$ cat src/wrt_pkg.sv
// Package of the watchdog reset timer: register offsets, bit positions,
// reset values, cycle counts, the bus request carrier and the state type.
// Assumes an 8-bit special function register space reached over a plain port.
`default_nettype none

package wrt_pkg;

  // Bus request as it travels from the register port into the block.
  typedef struct packed {
    logic [7:0] addr;   // Register offset.
    logic [7:0] wdata;  // Write data.
    logic       wr;     // One-cycle write strobe.
    logic       rd;     // One-cycle read strobe.
  } wrt_bus_req_t;

  // Register offsets in the special function register space.
  localparam logic [7:0] OFS_IEN_FIRST   = 8'ha8;
  localparam logic [7:0] OFS_IEN_SECOND  = 8'hb8;
  localparam logic [7:0] OFS_IPRIO_FIRST = 8'ha9;
  localparam logic [7:0] OFS_RELOAD      = 8'hc1;
  localparam logic [7:0] OFS_CNT_LO      = 8'hc2;
  localparam logic [7:0] OFS_CNT_HI      = 8'hc3;
  localparam logic [7:0] OFS_IRQ_STAT    = 8'hc4;
  localparam logic [7:0] OFS_IRQ_MASK    = 8'hc5;

  // Bit positions of the watchdog flags inside their registers.
  localparam int unsigned BIT_ARM    = 6;
  localparam int unsigned BIT_START  = 6;
  localparam int unsigned BIT_STATUS = 6;

  // Interrupt status bit positions and width.
  localparam int unsigned IRQ_W       = 3;
  localparam int unsigned IRQ_START   = 0;
  localparam int unsigned IRQ_REFRESH = 1;
  localparam int unsigned IRQ_WDRST   = 2;

  // Values after reset.
  localparam logic [7:0]       REG_RST  = 8'h00;
  localparam logic [15:0]      CNT_ZERO = 16'h0000;
  localparam logic [IRQ_W-1:0] IRQ_RST  = 3'h0;

  // Counts, all in machine cycles unless said otherwise.
  localparam logic [1:0]  FLAG_LIFE_MC  = 2'h2;    // Self-clear of arm and start flags.
  localparam logic [2:0]  RST_LEN_MC    = 3'h4;    // Length of the watchdog reset.
  localparam logic [15:0] OVF_COUNT_DEF = 16'hfffc; // Counter state that fires the reset.
  localparam int unsigned TIMEOUT_US    = 65532;   // Timeout at a 12 MHz oscillator.

  // Clock generator: oscillator periods per state and states per machine cycle.
  localparam logic       OSC_PER_STATE_M1 = 1'h1;
  localparam logic [2:0] STATES_PER_MC_M1 = 3'h5;

  // Watchdog operating states.
  typedef enum logic [1:0] {
    WRT_OFF,
    WRT_RUN,
    WRT_RESET
  } wrt_state_t;

endpackage

`default_nettype wire

$ cat src/wrt_clk_gen.sv
// Internal clock generator of the watchdog reset timer.
// Assumes i_clk is the oscillator; emits one-cycle enables, never new clocks.
`default_nettype none

module wrt_clk_gen (
  // Clock and reset.
  input  wire logic i_clk,
  input  wire logic i_rst,
  // Enables.
  output logic      o_state_en,
  output logic      o_mc_en
);
  import wrt_pkg::*;

  logic       half_ff;   // Divide-by-two phase of the oscillator.
  logic [2:0] state_ff;  // State counter within one machine cycle.
  logic       nxt_half;  // Next divide phase.
  logic [2:0] nxt_state; // Next state count.
  logic       last_st;   // Final state of a machine cycle.

  // The internal timing runs at half the oscillator rate.
  assign nxt_half  = (half_ff == OSC_PER_STATE_M1) ? 1'b0 : 1'b1;
  assign last_st   = (state_ff == STATES_PER_MC_M1);
  assign nxt_state = last_st ? 3'h0 : state_ff + 3'h1;

  // Enables are pure decodes of the counters, so both are single-cycle pulses.
  assign o_state_en = (half_ff == OSC_PER_STATE_M1);
  assign o_mc_en    = o_state_en && last_st;

  // Divider registers; one machine cycle spans twelve oscillator periods.
  always_ff @(posedge i_clk)
  begin
    if (i_rst)
    begin
      half_ff  <= 1'b0;
      state_ff <= 3'h0;
    end
    else
    begin
      half_ff <= nxt_half;
      if (o_state_en)
      begin
        state_ff <= nxt_state;
      end
    end
  end

endmodule // wrt_clk_gen

`default_nettype wire

$ cat src/wrt_watchdog_reset_timer.sv
// Watchdog reset timer: sixteen-bit counter, refresh sequence, internal reset.
// Assumes a plain register port with read data one cycle after the strobe,
// and an idle indication from the power control logic.
//
// Summary of operation
// - Missed clear within timeout starts internal reset.
// - Sixteen-bit counter, plus one per machine cycle.
// - External reset disables and zeroes the counter.
// - Writing start flag one starts the counter.
// - Start sets a readable started status flag.
// - Software writes can never stop the counter.
// - Clear only by arm then start sequence.
// - Arm flag self-clears in second machine cycle.
// - Start flag self-clears two cycles after set.
// - Plain start never copies the reload value.
// - Reaching the fire count gives four-cycle reset.
// - Watchdog reset acts like external, stays enabled.
// - Started status flag survives the watchdog reset.
// - Only arm bit of first enable register matters.
// - Machine cycles come at one twelfth oscillator rate.
// - Idle mode freezes the counter value.
`default_nettype none

module wrt_watchdog_reset_timer #(
  // Counter state that fires the reset; lower it only to shorten simulation.
  parameter logic [15:0] OVF_COUNT = wrt_pkg::OVF_COUNT_DEF
) (
  // Clock and reset.
  input  wire logic                 i_clk,
  input  wire logic                 i_rst,
  // Register port.
  input  wire wrt_pkg::wrt_bus_req_t i_bus,
  output logic [7:0]                o_rdata,
  // Power control.
  input  wire logic                 i_idle,
  // Status and reset outputs.
  output logic                      o_wd_reset,
  output logic                      o_running,
  output logic                      o_irq
);
  import wrt_pkg::*;

  // Decode of an offset against the incoming address.
  function automatic logic addr_hit(input logic [7:0] addr, input logic [7:0] ofs);
    addr_hit = (addr == ofs);
  endfunction

  // Ageing of a self-clearing flag: returns {flag, age} after one cycle.
  function automatic logic [2:0] flag_age(input logic set, input logic flag,
                                          input logic [1:0] age, input logic tick);
    logic [2:0] res;
    res = {flag, age};
    if (set)
    begin
      res = {1'b1, 2'h0};
    end
    else if (flag && tick)
    begin
      if (age == FLAG_LIFE_MC - 2'h1)
      begin
        res = {1'b0, 2'h0};
      end
      else
      begin
        res = {1'b1, age + 2'h1};
      end
    end
    flag_age = res;
  endfunction

  // Machine-cycle timing.
  logic                 mc_en;          // One pulse per machine cycle.

  // Watchdog state.
  wrt_state_t           state_ff;       // Off, running or holding reset.
  wrt_state_t           nxt_state;      // Next watchdog state.
  logic [15:0]          count_ff;       // The counter, high and low bytes.
  logic [15:0]          nxt_count;      // Next counter value.
  logic [2:0]           rst_len_ff;     // Machine cycles spent in reset.
  logic [2:0]           nxt_rst_len;    // Next reset length count.

  // Special function register storage.
  logic [7:0]           interrupt_enable_first_ff;   // Non-watchdog bits kept.
  logic [7:0]           interrupt_enable_second_ff;  // Non-watchdog bits kept.
  logic [7:0]           interrupt_priority_first_ff; // Non-watchdog bits kept.
  logic [7:0]           reload_value_reg_ff;         // Refresh load for high byte.
  logic                 refresh_arm_flag_ff;         // Arm flag.
  logic [1:0]           arm_age_ff;                  // Machine cycles since arm.
  logic                 start_refresh_flag_ff;       // Start/refresh flag.
  logic [1:0]           start_age_ff;                // Machine cycles since start.
  logic                 started_status_flag_ff;      // Set once started.
  logic [IRQ_W-1:0]     irq_stat_ff;                 // Sticky event bits.
  logic [IRQ_W-1:0]     irq_mask_ff;                 // Interrupt enables.
  logic [7:0]           rdata_ff;                    // Registered read data.

  // Decoded writes and events.
  logic                 wr_interrupt_enable_second;        // Write to first enable register.
  logic                 wr_ien2;        // Write to second enable register.
  logic                 wr_ip1;         // Write to first priority register.
  logic                 wr_rel;         // Write to reload register.
  logic                 wr_stat;        // Write to interrupt status.
  logic                 wr_mask;        // Write to interrupt mask.
  logic                 arm_set;        // Software sets the arm flag.
  logic                 start_set;      // Software sets the start flag.
  logic                 refresh;        // Valid two-step refresh.
  logic                 start_ev;       // First start from the off state.
  logic                 fire;           // Counter reached the fire count.
  logic                 ticking;        // Counter advances this cycle.
  logic                 in_reset;       // Internal reset is in progress.
  logic                 sfr_rst;        // Reset for ordinary register bits.
  logic [2:0]           nxt_arm;        // Next arm flag and age.
  logic [2:0]           nxt_start;      // Next start flag and age.
  logic [IRQ_W-1:0]     irq_set;        // Events raising status bits.
  logic [IRQ_W-1:0]     nxt_irq_stat;   // Next status bits.
  logic [7:0]           rd_mux;         // Read selection.
  logic [7:0]           interrupt_enable_second_view;      // Read view of first enable register.
  logic [7:0]           ien2_view;      // Read view of second enable register.
  logic [7:0]           ip1_view;       // Read view of first priority register.

  // The machine-cycle enable comes from the internal clock generator.
  wrt_clk_gen u_clk_gen (
    .i_clk      (i_clk),
    .i_rst      (i_rst),
    .o_state_en (),
    .o_mc_en    (mc_en)
  );

  // Address decode of writes.
  assign wr_interrupt_enable_second = i_bus.wr && addr_hit(i_bus.addr, OFS_IEN_FIRST);
  assign wr_ien2 = i_bus.wr && addr_hit(i_bus.addr, OFS_IEN_SECOND);
  assign wr_ip1  = i_bus.wr && addr_hit(i_bus.addr, OFS_IPRIO_FIRST);
  assign wr_rel  = i_bus.wr && addr_hit(i_bus.addr, OFS_RELOAD);
  assign wr_stat = i_bus.wr && addr_hit(i_bus.addr, OFS_IRQ_STAT);
  assign wr_mask = i_bus.wr && addr_hit(i_bus.addr, OFS_IRQ_MASK);

  // Only the arm bit of the first enable register reaches the watchdog.
  assign arm_set   = wr_interrupt_enable_second && i_bus.wdata[BIT_ARM];
  assign start_set = wr_ien2 && i_bus.wdata[BIT_START];

  // While in reset the processor is held; only its interrupt status and mask writes are honoured.
  assign in_reset = (state_ff == WRT_RESET);

  // A refresh needs the start write while the arm flag is still alive; the
  // short arm life is what forces the start to come as the next instruction.
  assign refresh  = start_set && refresh_arm_flag_ff && !in_reset;
  assign start_ev = start_set && (state_ff == WRT_OFF);

  // The counter is frozen in idle mode.
  assign ticking = mc_en && !i_idle && (state_ff == WRT_RUN);
  assign fire    = ticking && (count_ff == OVF_COUNT) && !refresh;

  // The watchdog reset clears ordinary register bits like an external reset.
  assign sfr_rst = i_rst || in_reset;

  // Self-clearing of the arm and start flags on machine-cycle ticks.
  assign nxt_arm   = flag_age(arm_set && !in_reset, refresh_arm_flag_ff,
                              arm_age_ff, mc_en);
  assign nxt_start = flag_age(start_set && !in_reset, start_refresh_flag_ff,
                              start_age_ff, mc_en);

  // Next state of the watchdog; no write path leads back to off.
  always_comb
  begin
    nxt_state   = state_ff;
    nxt_count   = count_ff;
    nxt_rst_len = rst_len_ff;
    case (state_ff)
      WRT_OFF:
      begin
        // Starting alone leaves the counter at zero; only a refresh loads it.
        if (refresh)
        begin
          nxt_count = {reload_value_reg_ff, 8'h00};
        end
        if (start_ev)
        begin
          nxt_state = WRT_RUN;
        end
      end
      WRT_RUN:
      begin
        if (refresh)
        begin
          nxt_count = {reload_value_reg_ff, 8'h00};
        end
        else if (fire)
        begin
          // Timeout: hold the chip in reset for four machine cycles.
          nxt_state   = WRT_RESET;
          nxt_count   = CNT_ZERO;
          nxt_rst_len = 3'h0;
        end
        else if (ticking)
        begin
          nxt_count = count_ff + 16'h0001;
        end
        // A start without a pending arm changes nothing here.
      end
      WRT_RESET:
      begin
        // The counter stays enabled and resumes from zero afterwards.
        if (mc_en)
        begin
          if (rst_len_ff == RST_LEN_MC - 3'h1)
          begin
            nxt_state = WRT_RUN;
          end
          else
          begin
            nxt_rst_len = rst_len_ff + 3'h1;
          end
        end
      end
      default:
      begin
        nxt_state = WRT_OFF;
        nxt_count = CNT_ZERO;
      end
    endcase
  end

  // Watchdog state registers; only external reset disables them.
  always_ff @(posedge i_clk)
  begin
    if (i_rst)
    begin
      state_ff   <= WRT_OFF;
      count_ff   <= CNT_ZERO;
      rst_len_ff <= 3'h0;
    end
    else
    begin
      state_ff   <= nxt_state;
      count_ff   <= nxt_count;
      rst_len_ff <= nxt_rst_len;
    end
  end

  // The started status flag survives the watchdog reset, so software can
  // tell an overflow reset from a power-on one.
  always_ff @(posedge i_clk)
  begin
    if (i_rst)
    begin
      started_status_flag_ff <= 1'b0;
    end
    else if (start_ev)
    begin
      started_status_flag_ff <= 1'b1;
    end
  end

  // Self-clearing flags, reset by either reset source.
  always_ff @(posedge i_clk)
  begin
    if (sfr_rst)
    begin
      refresh_arm_flag_ff   <= 1'b0;
      arm_age_ff            <= 2'h0;
      start_refresh_flag_ff <= 1'b0;
      start_age_ff          <= 2'h0;
    end
    else
    begin
      {refresh_arm_flag_ff, arm_age_ff}     <= nxt_arm;
      {start_refresh_flag_ff, start_age_ff} <= nxt_start;
    end
  end

  // Ordinary register storage; the watchdog reset clears it too.
  always_ff @(posedge i_clk)
  begin
    if (sfr_rst)
    begin
      interrupt_enable_first_ff   <= REG_RST;
      interrupt_enable_second_ff  <= REG_RST;
      interrupt_priority_first_ff <= REG_RST;
      reload_value_reg_ff         <= REG_RST;
    end
    else
    begin
      if (wr_interrupt_enable_second)
      begin
        interrupt_enable_first_ff <= i_bus.wdata;
      end
      if (wr_ien2)
      begin
        interrupt_enable_second_ff <= i_bus.wdata;
      end
      if (wr_ip1)
      begin
        interrupt_priority_first_ff <= i_bus.wdata;
      end
      if (wr_rel)
      begin
        reload_value_reg_ff <= i_bus.wdata;
      end
    end
  end

  // Interrupt events: start, refresh and the beginning of a watchdog reset.
  assign irq_set = {fire, refresh, start_ev};

  // Write-one-to-clear; an event in the clearing cycle wins over the clear.
  assign nxt_irq_stat = (irq_stat_ff & ~(wr_stat ? i_bus.wdata[IRQ_W-1:0] : IRQ_RST))
                        | irq_set;

  // Interrupt registers live outside the processor's reset domain, so the
  // watchdog reset event is still visible after the reset ends.
  always_ff @(posedge i_clk)
  begin
    if (i_rst)
    begin
      irq_stat_ff <= IRQ_RST;
      irq_mask_ff <= IRQ_RST;
    end
    else
    begin
      irq_stat_ff <= nxt_irq_stat;
      if (wr_mask)
      begin
        irq_mask_ff <= i_bus.wdata[IRQ_W-1:0];
      end
    end
  end

  // Read views: the watchdog bits replace bit six of the stored bytes.
  assign interrupt_enable_second_view = {interrupt_enable_first_ff[7], refresh_arm_flag_ff,
                      interrupt_enable_first_ff[5:0]};
  assign ien2_view = {interrupt_enable_second_ff[7], start_refresh_flag_ff,
                      interrupt_enable_second_ff[5:0]};
  assign ip1_view  = {interrupt_priority_first_ff[7], started_status_flag_ff,
                      interrupt_priority_first_ff[5:0]};

  // Read selection; unmapped offsets read as zero.
  assign rd_mux =
      ({8{addr_hit(i_bus.addr, OFS_IEN_FIRST)}}   & interrupt_enable_second_view)
    | ({8{addr_hit(i_bus.addr, OFS_IEN_SECOND)}}  & ien2_view)
    | ({8{addr_hit(i_bus.addr, OFS_IPRIO_FIRST)}} & ip1_view)
    | ({8{addr_hit(i_bus.addr, OFS_RELOAD)}}      & reload_value_reg_ff)
    | ({8{addr_hit(i_bus.addr, OFS_CNT_LO)}}      & count_ff[7:0])
    | ({8{addr_hit(i_bus.addr, OFS_CNT_HI)}}      & count_ff[15:8])
    | ({8{addr_hit(i_bus.addr, OFS_IRQ_STAT)}}    & {5'h00, irq_stat_ff})
    | ({8{addr_hit(i_bus.addr, OFS_IRQ_MASK)}}    & {5'h00, irq_mask_ff});

  // Read data stand only in the cycle after the strobe, zero otherwise.
  always_ff @(posedge i_clk)
  begin
    if (i_rst)
    begin
      rdata_ff <= REG_RST;
    end
    else
    begin
      rdata_ff <= i_bus.rd ? rd_mux : REG_RST;
    end
  end

  // Outputs.
  assign o_rdata    = rdata_ff;
  assign o_wd_reset = in_reset;
  assign o_running  = (state_ff != WRT_OFF);
  assign o_irq      = |(irq_stat_ff & irq_mask_ff);

endmodule // wrt_watchdog_reset_timer

`default_nettype wire
$ cat config.mk
export PLATFORM = sky130hd
export DESIGN_NAME = wrt_watchdog_reset_timer
export DESIGN_NICKNAME = d
export VERILOG_FILES = /design/src/wrt_pkg.sv /design/src/wrt_clk_gen.sv /design/src/wrt_watchdog_reset_timer.sv
export SDC_FILE = /design/constraint.sdc
export NUM_CORES = 1
export LEC_CHECK = 0
export BUFFER_PORTS_ARGS = -buffer_cell sky130_fd_sc_hd__buf_4
export CORE_MARGIN = 1.5
export CORE_UTILIZATION = 54
export DETAILED_ROUTE_END_ITERATION = 10
export PLACE_DENSITY = 0.76
export RECOVER_POWER = 25
export SLEW_MARGIN = 30
export SYNTH_ARGS = -nofsm -noshare
export SYNTH_HDL_FRONTEND = slang
export SYNTH_SLANG_ARGS = --single-unit
$ cat constraint.sdc
create_clock -name i_clk -period 1.6 [get_ports i_clk]
set_input_delay 0.32 -clock i_clk [delete_from_list [all_inputs] [get_ports i_clk]]
set_output_delay 0.32 -clock i_clk [all_outputs]
set_load 0.02 [all_outputs]
Word level (Yosys, flattened, before mapping)
Index checks and enable logic that the tools add are counted. W data, S select, Z words.

Bits in registers: 78.

Equal/unequal tests: 23. Reductions and logical operators: 36. Bitwise gates (word level): 21. Mux-type cells: 25. Add/sub/neg operators: 5.

Operator list (count): $eq A8 B8 Y1 const B (8); $mux W16 (4); $or A8 B8 Y8 (7); $and A8 B8 Y8 (6); $pmux W16 S3 (1); $mux W3 (12); $logic_and A1 B1 Y1 (20); $add A16 B1 Y16 const B (1); $and A8 B3 Y8 (2); $eq A16 B16 Y1 const B (1); $ne A2 B2 Y1 const B (6); $mux W2 (5); $reduce_and A5 Y1 (2); $reduce_bool A2 Y1 (4); $add A3 B1 Y3 const B (2); $and A3 B3 Y3 (2); $eq A2 B1 Y1 const B (3); $pmux W2 S3 (1); $pmux W3 S2 (1); $reduce_or A2 Y1 (3); $add A2 B1 Y2 const B (2); $ne A4 B4 Y1 const B (1); $eq A3 B2 Y1 const B (1); $eq A3 B3 Y1 const B (1); 11 further kinds (14).

Longest topological paths before layout
Depth in word-level cells: 10. Depth in mapped cells: 8. Mapped depth without buffers: 7.

Modules after synthesis
Synthesis repeated with hierarchy kept, for this count alone.

Cells, all modules: 437. Area total of the unflattened synthesis: 3704.8 um2.

By module, submodules not included: wrt_watchdog_reset_timer (times used 1, cells an instance 423, seq. area each 1421.4 um2, area each 3547.2 um2); wrt_clk_gen (times used 1, cells an instance 14, seq. area each 80.1 um2, area each 157.7 um2).

Least setup slack after synthesis
OpenSTA, ideal clock, no wires.

Path kind: input to register. Start: input port i_bus[12] (netlist bit). End: register count_ff[14]. Required time: 1.529 ns. Arrival time: 1.653 ns. Library setup time: 0.071 ns. Buffers on the path: 2. Setup slack: -0.123 ns. Cell stages on the path: 8. Cells stage by stage: buf_2 -> nor3b_4 -> and4b_1 -> buf_6 -> nor2_4 -> nor3_4 -> a32oi_1 -> a21oi_1.

Longest elaborated chain between the ends: 10.

Ends and longest elaborated chain: from (decl) (line wrt_watchdog_reset_timer.sv:32) `input wire wrt_pkg::wrt_bus_req_t i_bus,`; $eq A8 B8 Y1 (*) (line wrt_watchdog_reset_timer.sv:45) `addr_hit = (addr == ofs);`; $logic_and A1 B1 Y1 (*) (line wrt_watchdog_reset_timer.sv:130) `assign wr_ien2 = i_bus.wr && addr_hit(i_bus.addr, OFS_IEN_SECOND);`; $logic_and A1 B1 Y1 (*) (line wrt_watchdog_reset_timer.sv:138) `assign start_set = wr_ien2 && i_bus.wdata[BIT_START];`; $logic_and A1 B1 Y1 (*) (2 in a row) (line wrt_watchdog_reset_timer.sv:145) `assign refresh = start_set && refresh_arm_flag_ff && !in_reset;`; $logic_not A1 Y1 (line wrt_watchdog_reset_timer.sv:150) `assign fire = ticking && (count_ff == OVF_COUNT) && !refresh;`; $logic_and A1 B1 Y1 (line wrt_watchdog_reset_timer.sv:150); $mux W16 (line wrt_watchdog_reset_timer.sv:186) `else if (fire)`; $mux W16 (line wrt_watchdog_reset_timer.sv:182) `if (refresh)`; $pmux W16 S3 (line wrt_watchdog_reset_timer.sv:167) `case (state_ff)`; to (signal assigned) (line wrt_watchdog_reset_timer.sv:234) `count_ff <= nxt_count;`; to (decl) (line wrt_watchdog_reset_timer.sv:77) `logic [15:0] count_ff;`.

Every way passes the cells marked *; elsewhere a longest branch is shown, timed or not. A chain may end at the register's enable or synchronous reset.

Final worst setup path
Start: register count_ff[7]. End: register count_ff[13].

Longest elaborated chain between the ends: 6.

Ends and longest elaborated chain: parallel branches: the longest is 6 deep, another holds $add A16 B1 Y16.

Parallel ways; which one is timed is not known. The select of a mux whose other input is x is not followed.

==> impl_results.md <==
- Status: complete, but fails checks
- Failing checks: setup timing
- Final GP Congestion: 0.914
- Required @ worst endpoint: around 1.9 ns
- Largest net degree at the start of global routing: 32
- Peak VDD IR: 0.738 mV
- Ys async rst share: 0%
- Fraction of layout cells with a size suffix above 1: 36.4%
- Post-layout min period: about 1.9 ns
- Synth Net Count: 484
- CTS Root Cell: clkbuf_8
- Global-route usage over all layers: approximately 32%
- Syn Area/Cell: 8.27 sq um
- Crit-path max cell delay: about 0.42 ns
- Total of max-cap violations: 0
- Vias per std cell: ~6.1
- Most frequent cell after synthesis: dfxtp_1
- WP data arrival: around 2.1 ns
- Cell count after synthesis: 459
- Synth warnings: 0
- Yosys top cell area share: between 30 and 40%
- CTS H-tree lvls: 3
- Worst-Margin Slew: around 0.38 ns
- TNS Setup: -3.64 ns
- Max Clk Rate: around 0.53 GHz
- Antenna Nets Post-Route: 0
- Prevailing post-synth register cell: dfxtp_1
- Yosys reg bits: between 70 and 80
- Initial DRC count: around 450
- Startpoint Class: flop
- Clk Latency, worst-skew pair: 0.37 ns
- Nets: around 600
- Num CTS Buffers: 9
- Remaining global-route overflow: 0
- CTS clk-pin slew, worst paths: roughly 0.09 ns
- Synth-to-layout area growth: 36.7%
- Inserted Diodes: 0
- R2R cell count: 7
- Most instantiated cells after synthesis: dfxtp_1, nand2_1, nor2_1
- Post-synth EDFFs: 0
- Initial core utilization: between 50% and 60%
- Detail Placement HPWL: a little over 8000 um
- Type of the worst min-delay path: in -> reg
- Sequential cell area: 1530 sq um
- Slowest cell on crit path: or3_4
- Worst hold margin: between 0.2 and 0.25 ns
- CP Capture Type: flop
- Area contributors post-synth: dfxtp_1, a21oi_1, nand2_1
- CTS Sinks: 75
- Design Area, Final: between 5000 and 6000 sq um
- CTS max path bufs: 2
- Die extent in y: 86.8 um
- WL/cell: 18.7 um
- Register area share after synthesis: between 30% and 40%
- R2R Setup Slk: -0.30 ns
- Layout Skew: 0.0155 ns
- Lkg Pwr: roughly 2.1 nW
- Num rows: 30
- Final worst path period share: 119%
- Hold path depth: 3
- P per Cell Area: 732 nW/um^2
- Slew Limit Fails: 0
- Initial antenna violation count: 0
- Worst Path Max Fanout: 3
- DP Area: ~4700 sq um
- Vias: 4078
- Io pins: 32
- Fillers: between 400 and 500
- Die area: ~7500 sq um
- CTS tree: yes
- RSZ-0062 raised after global routing: yes
- Post-synth top area cell: dfxtp_1
- Worst setup margin: -0.297 ns
- DRC Markers: 0
- First-pass GRT wire length: 18700 um
- Vias in the first global route: 3883
- Final setup fails: 23
- Post-synth cell types: 58
- Final hold vios: 0
- Slew headroom: between 70% and 80%
- Final wirelength: ~13000 um
- Number of port buffers: 31
- TritonRoute pass-1 iters: 5
- Worst path cell trace: buf_6 > nand4_1 > or3_4 > nor3_4 > xor2_1 > a21oi_1 > nor3_1
- Area of the multi-input gates: 2250 sq um
- Mapped Area: 3790 sq um
- Total core area: roughly 6800 sq um
- WS Path Type: reg -> reg
- Die width: 86.8 um
worst paths after layout:
path                                 startpoint                       endpoint
setup / recovery                    count_ff[7]                   count_ff[13]
hold / removal                         i_bus[5]   interrupt_enable_first_ff[3]
setup reg to reg                    count_ff[7]                   count_ff[13]
hold reg to reg   interrupt_enable_second_ff[4]  interrupt_enable_second_ff[4]
routing by layer:
layer | GRT usage, % | wire length, um | vias up
met3 | 7.33 | 1070 | 63
met5 | 0 | 0 | -
met1 | 39.6 | 4870 | 1894
met2 | 53.0 | 5990 | 253
li1 | - | - | 1868
met4 | 15.5 | 572 | 0
logic make-up (layout without fill, tap and decap cells):
| kind of cell | Yosys count | in the layout | share of synthesized area (%) |
|---|---|---|---|
| xor+xnor | 4 | 4 | 0.924 |
| flops | 75 | 75 | 39.6 |
| mux | 26 | 26 | 7.12 |
| fa+ha+maj | 4 | 4 | 1.32 |
| compound gates | 103 | 103 | 17.0 |
| simple gates | 209 | 209 | 28.6 |
| buf+inv | 38 | 153 | 5.54 |
placed cells by master, fill, tap and decap left out, types with 9 or more instances in the layout:
| cell | Yosys | layout |
|---|---|---|
| mux2i_1 | 18 | 18 |
| nand2_1 | 64 | 62 |
| dfxtp_1 | 75 | 58 |
| buf_4 | 2 | 114 |
| nand3_1 | 29 | 28 |
| a31oi_1 | 9 | 9 |
| a21oi_1 | 48 | 47 |
| a22oi_1 | 16 | 15 |
| inv_1 | 12 | 11 |
| nor3_1 | 17 | 12 |
| dfxtp_2 | 0 | 16 |
| clkbuf_8 | 2 | 10 |
| nor2_1 | 49 | 45 |
layout make-up:
class	instances	area share, %
timing repair buffer	125	19.6
clock buffer	10	2.65
multi-input combinational	346	43.3
sequential	75	29.4
clock inverter	6	1.81
inverter	12	0.917
tap	96	2.32
registers in the layout, indices dropped and copies added (netlist names), 2 cells and up:
register                     cells
interrupt_enable_first_ff        7
reload_value_reg_ff              8
rst_len_ff                       3
irq_stat_ff                      3
interrupt_priority_first_ff      7
interrupt_enable_second_ff       7
o_rdata                          8
state_ff                         2
arm_age_ff                       2
irq_mask_ff                      3
u_clk_gen.state_ff               3
count_ff                        16
start_age_ff                     2
critical path: cells and delay by family, from the launching register on:
family	cells	cell delay [ns]
xor+xnor	1	0.15
compound gates	1	0.08
flops	1	0.37
simple gates	4	1.06
buf+inv	1	0.10
report_power, final:
part	switching [mW]	internal [mW]
sequential	0.00686	1.87
clock	0.775	0.937
combinational	0.114	0.0925
total	0.896	2.90
per-stage QoR:
| stage | utilization (%) | power (mW) | setup WS, ns | std cells |
|---|---|---|---|---|
| 6_report | 76.3 | 3.80 | -0.297 | 670 |
| 5_1_grt | 76.3 | 3.89 | -0.344 | 670 |
| 4_1_cts | 74.3 | 3.78 | -0.135 | 659 |
| 3_5_place_dp | 68.5 | 2.12 | -0.307 | 640 |
| 3_3_place_gp | 68.5 | 2.12 | -0.276 | 640 |
| 2_1_floorplan | - | 2.02 | -0.0274 | 459 |
repair_timing:
item | 4_1_cts | 5_1_grt
setup buffers | 3 | 12
hold buffers | 0 | 0
gates resized for setup | 50 | 13
endpoints found under the setup margin | 25 | 25
gates cloned | 0 | 0
pin swaps | 12 | 20
No activity file was read; power rests on OpenSTA's default activity.
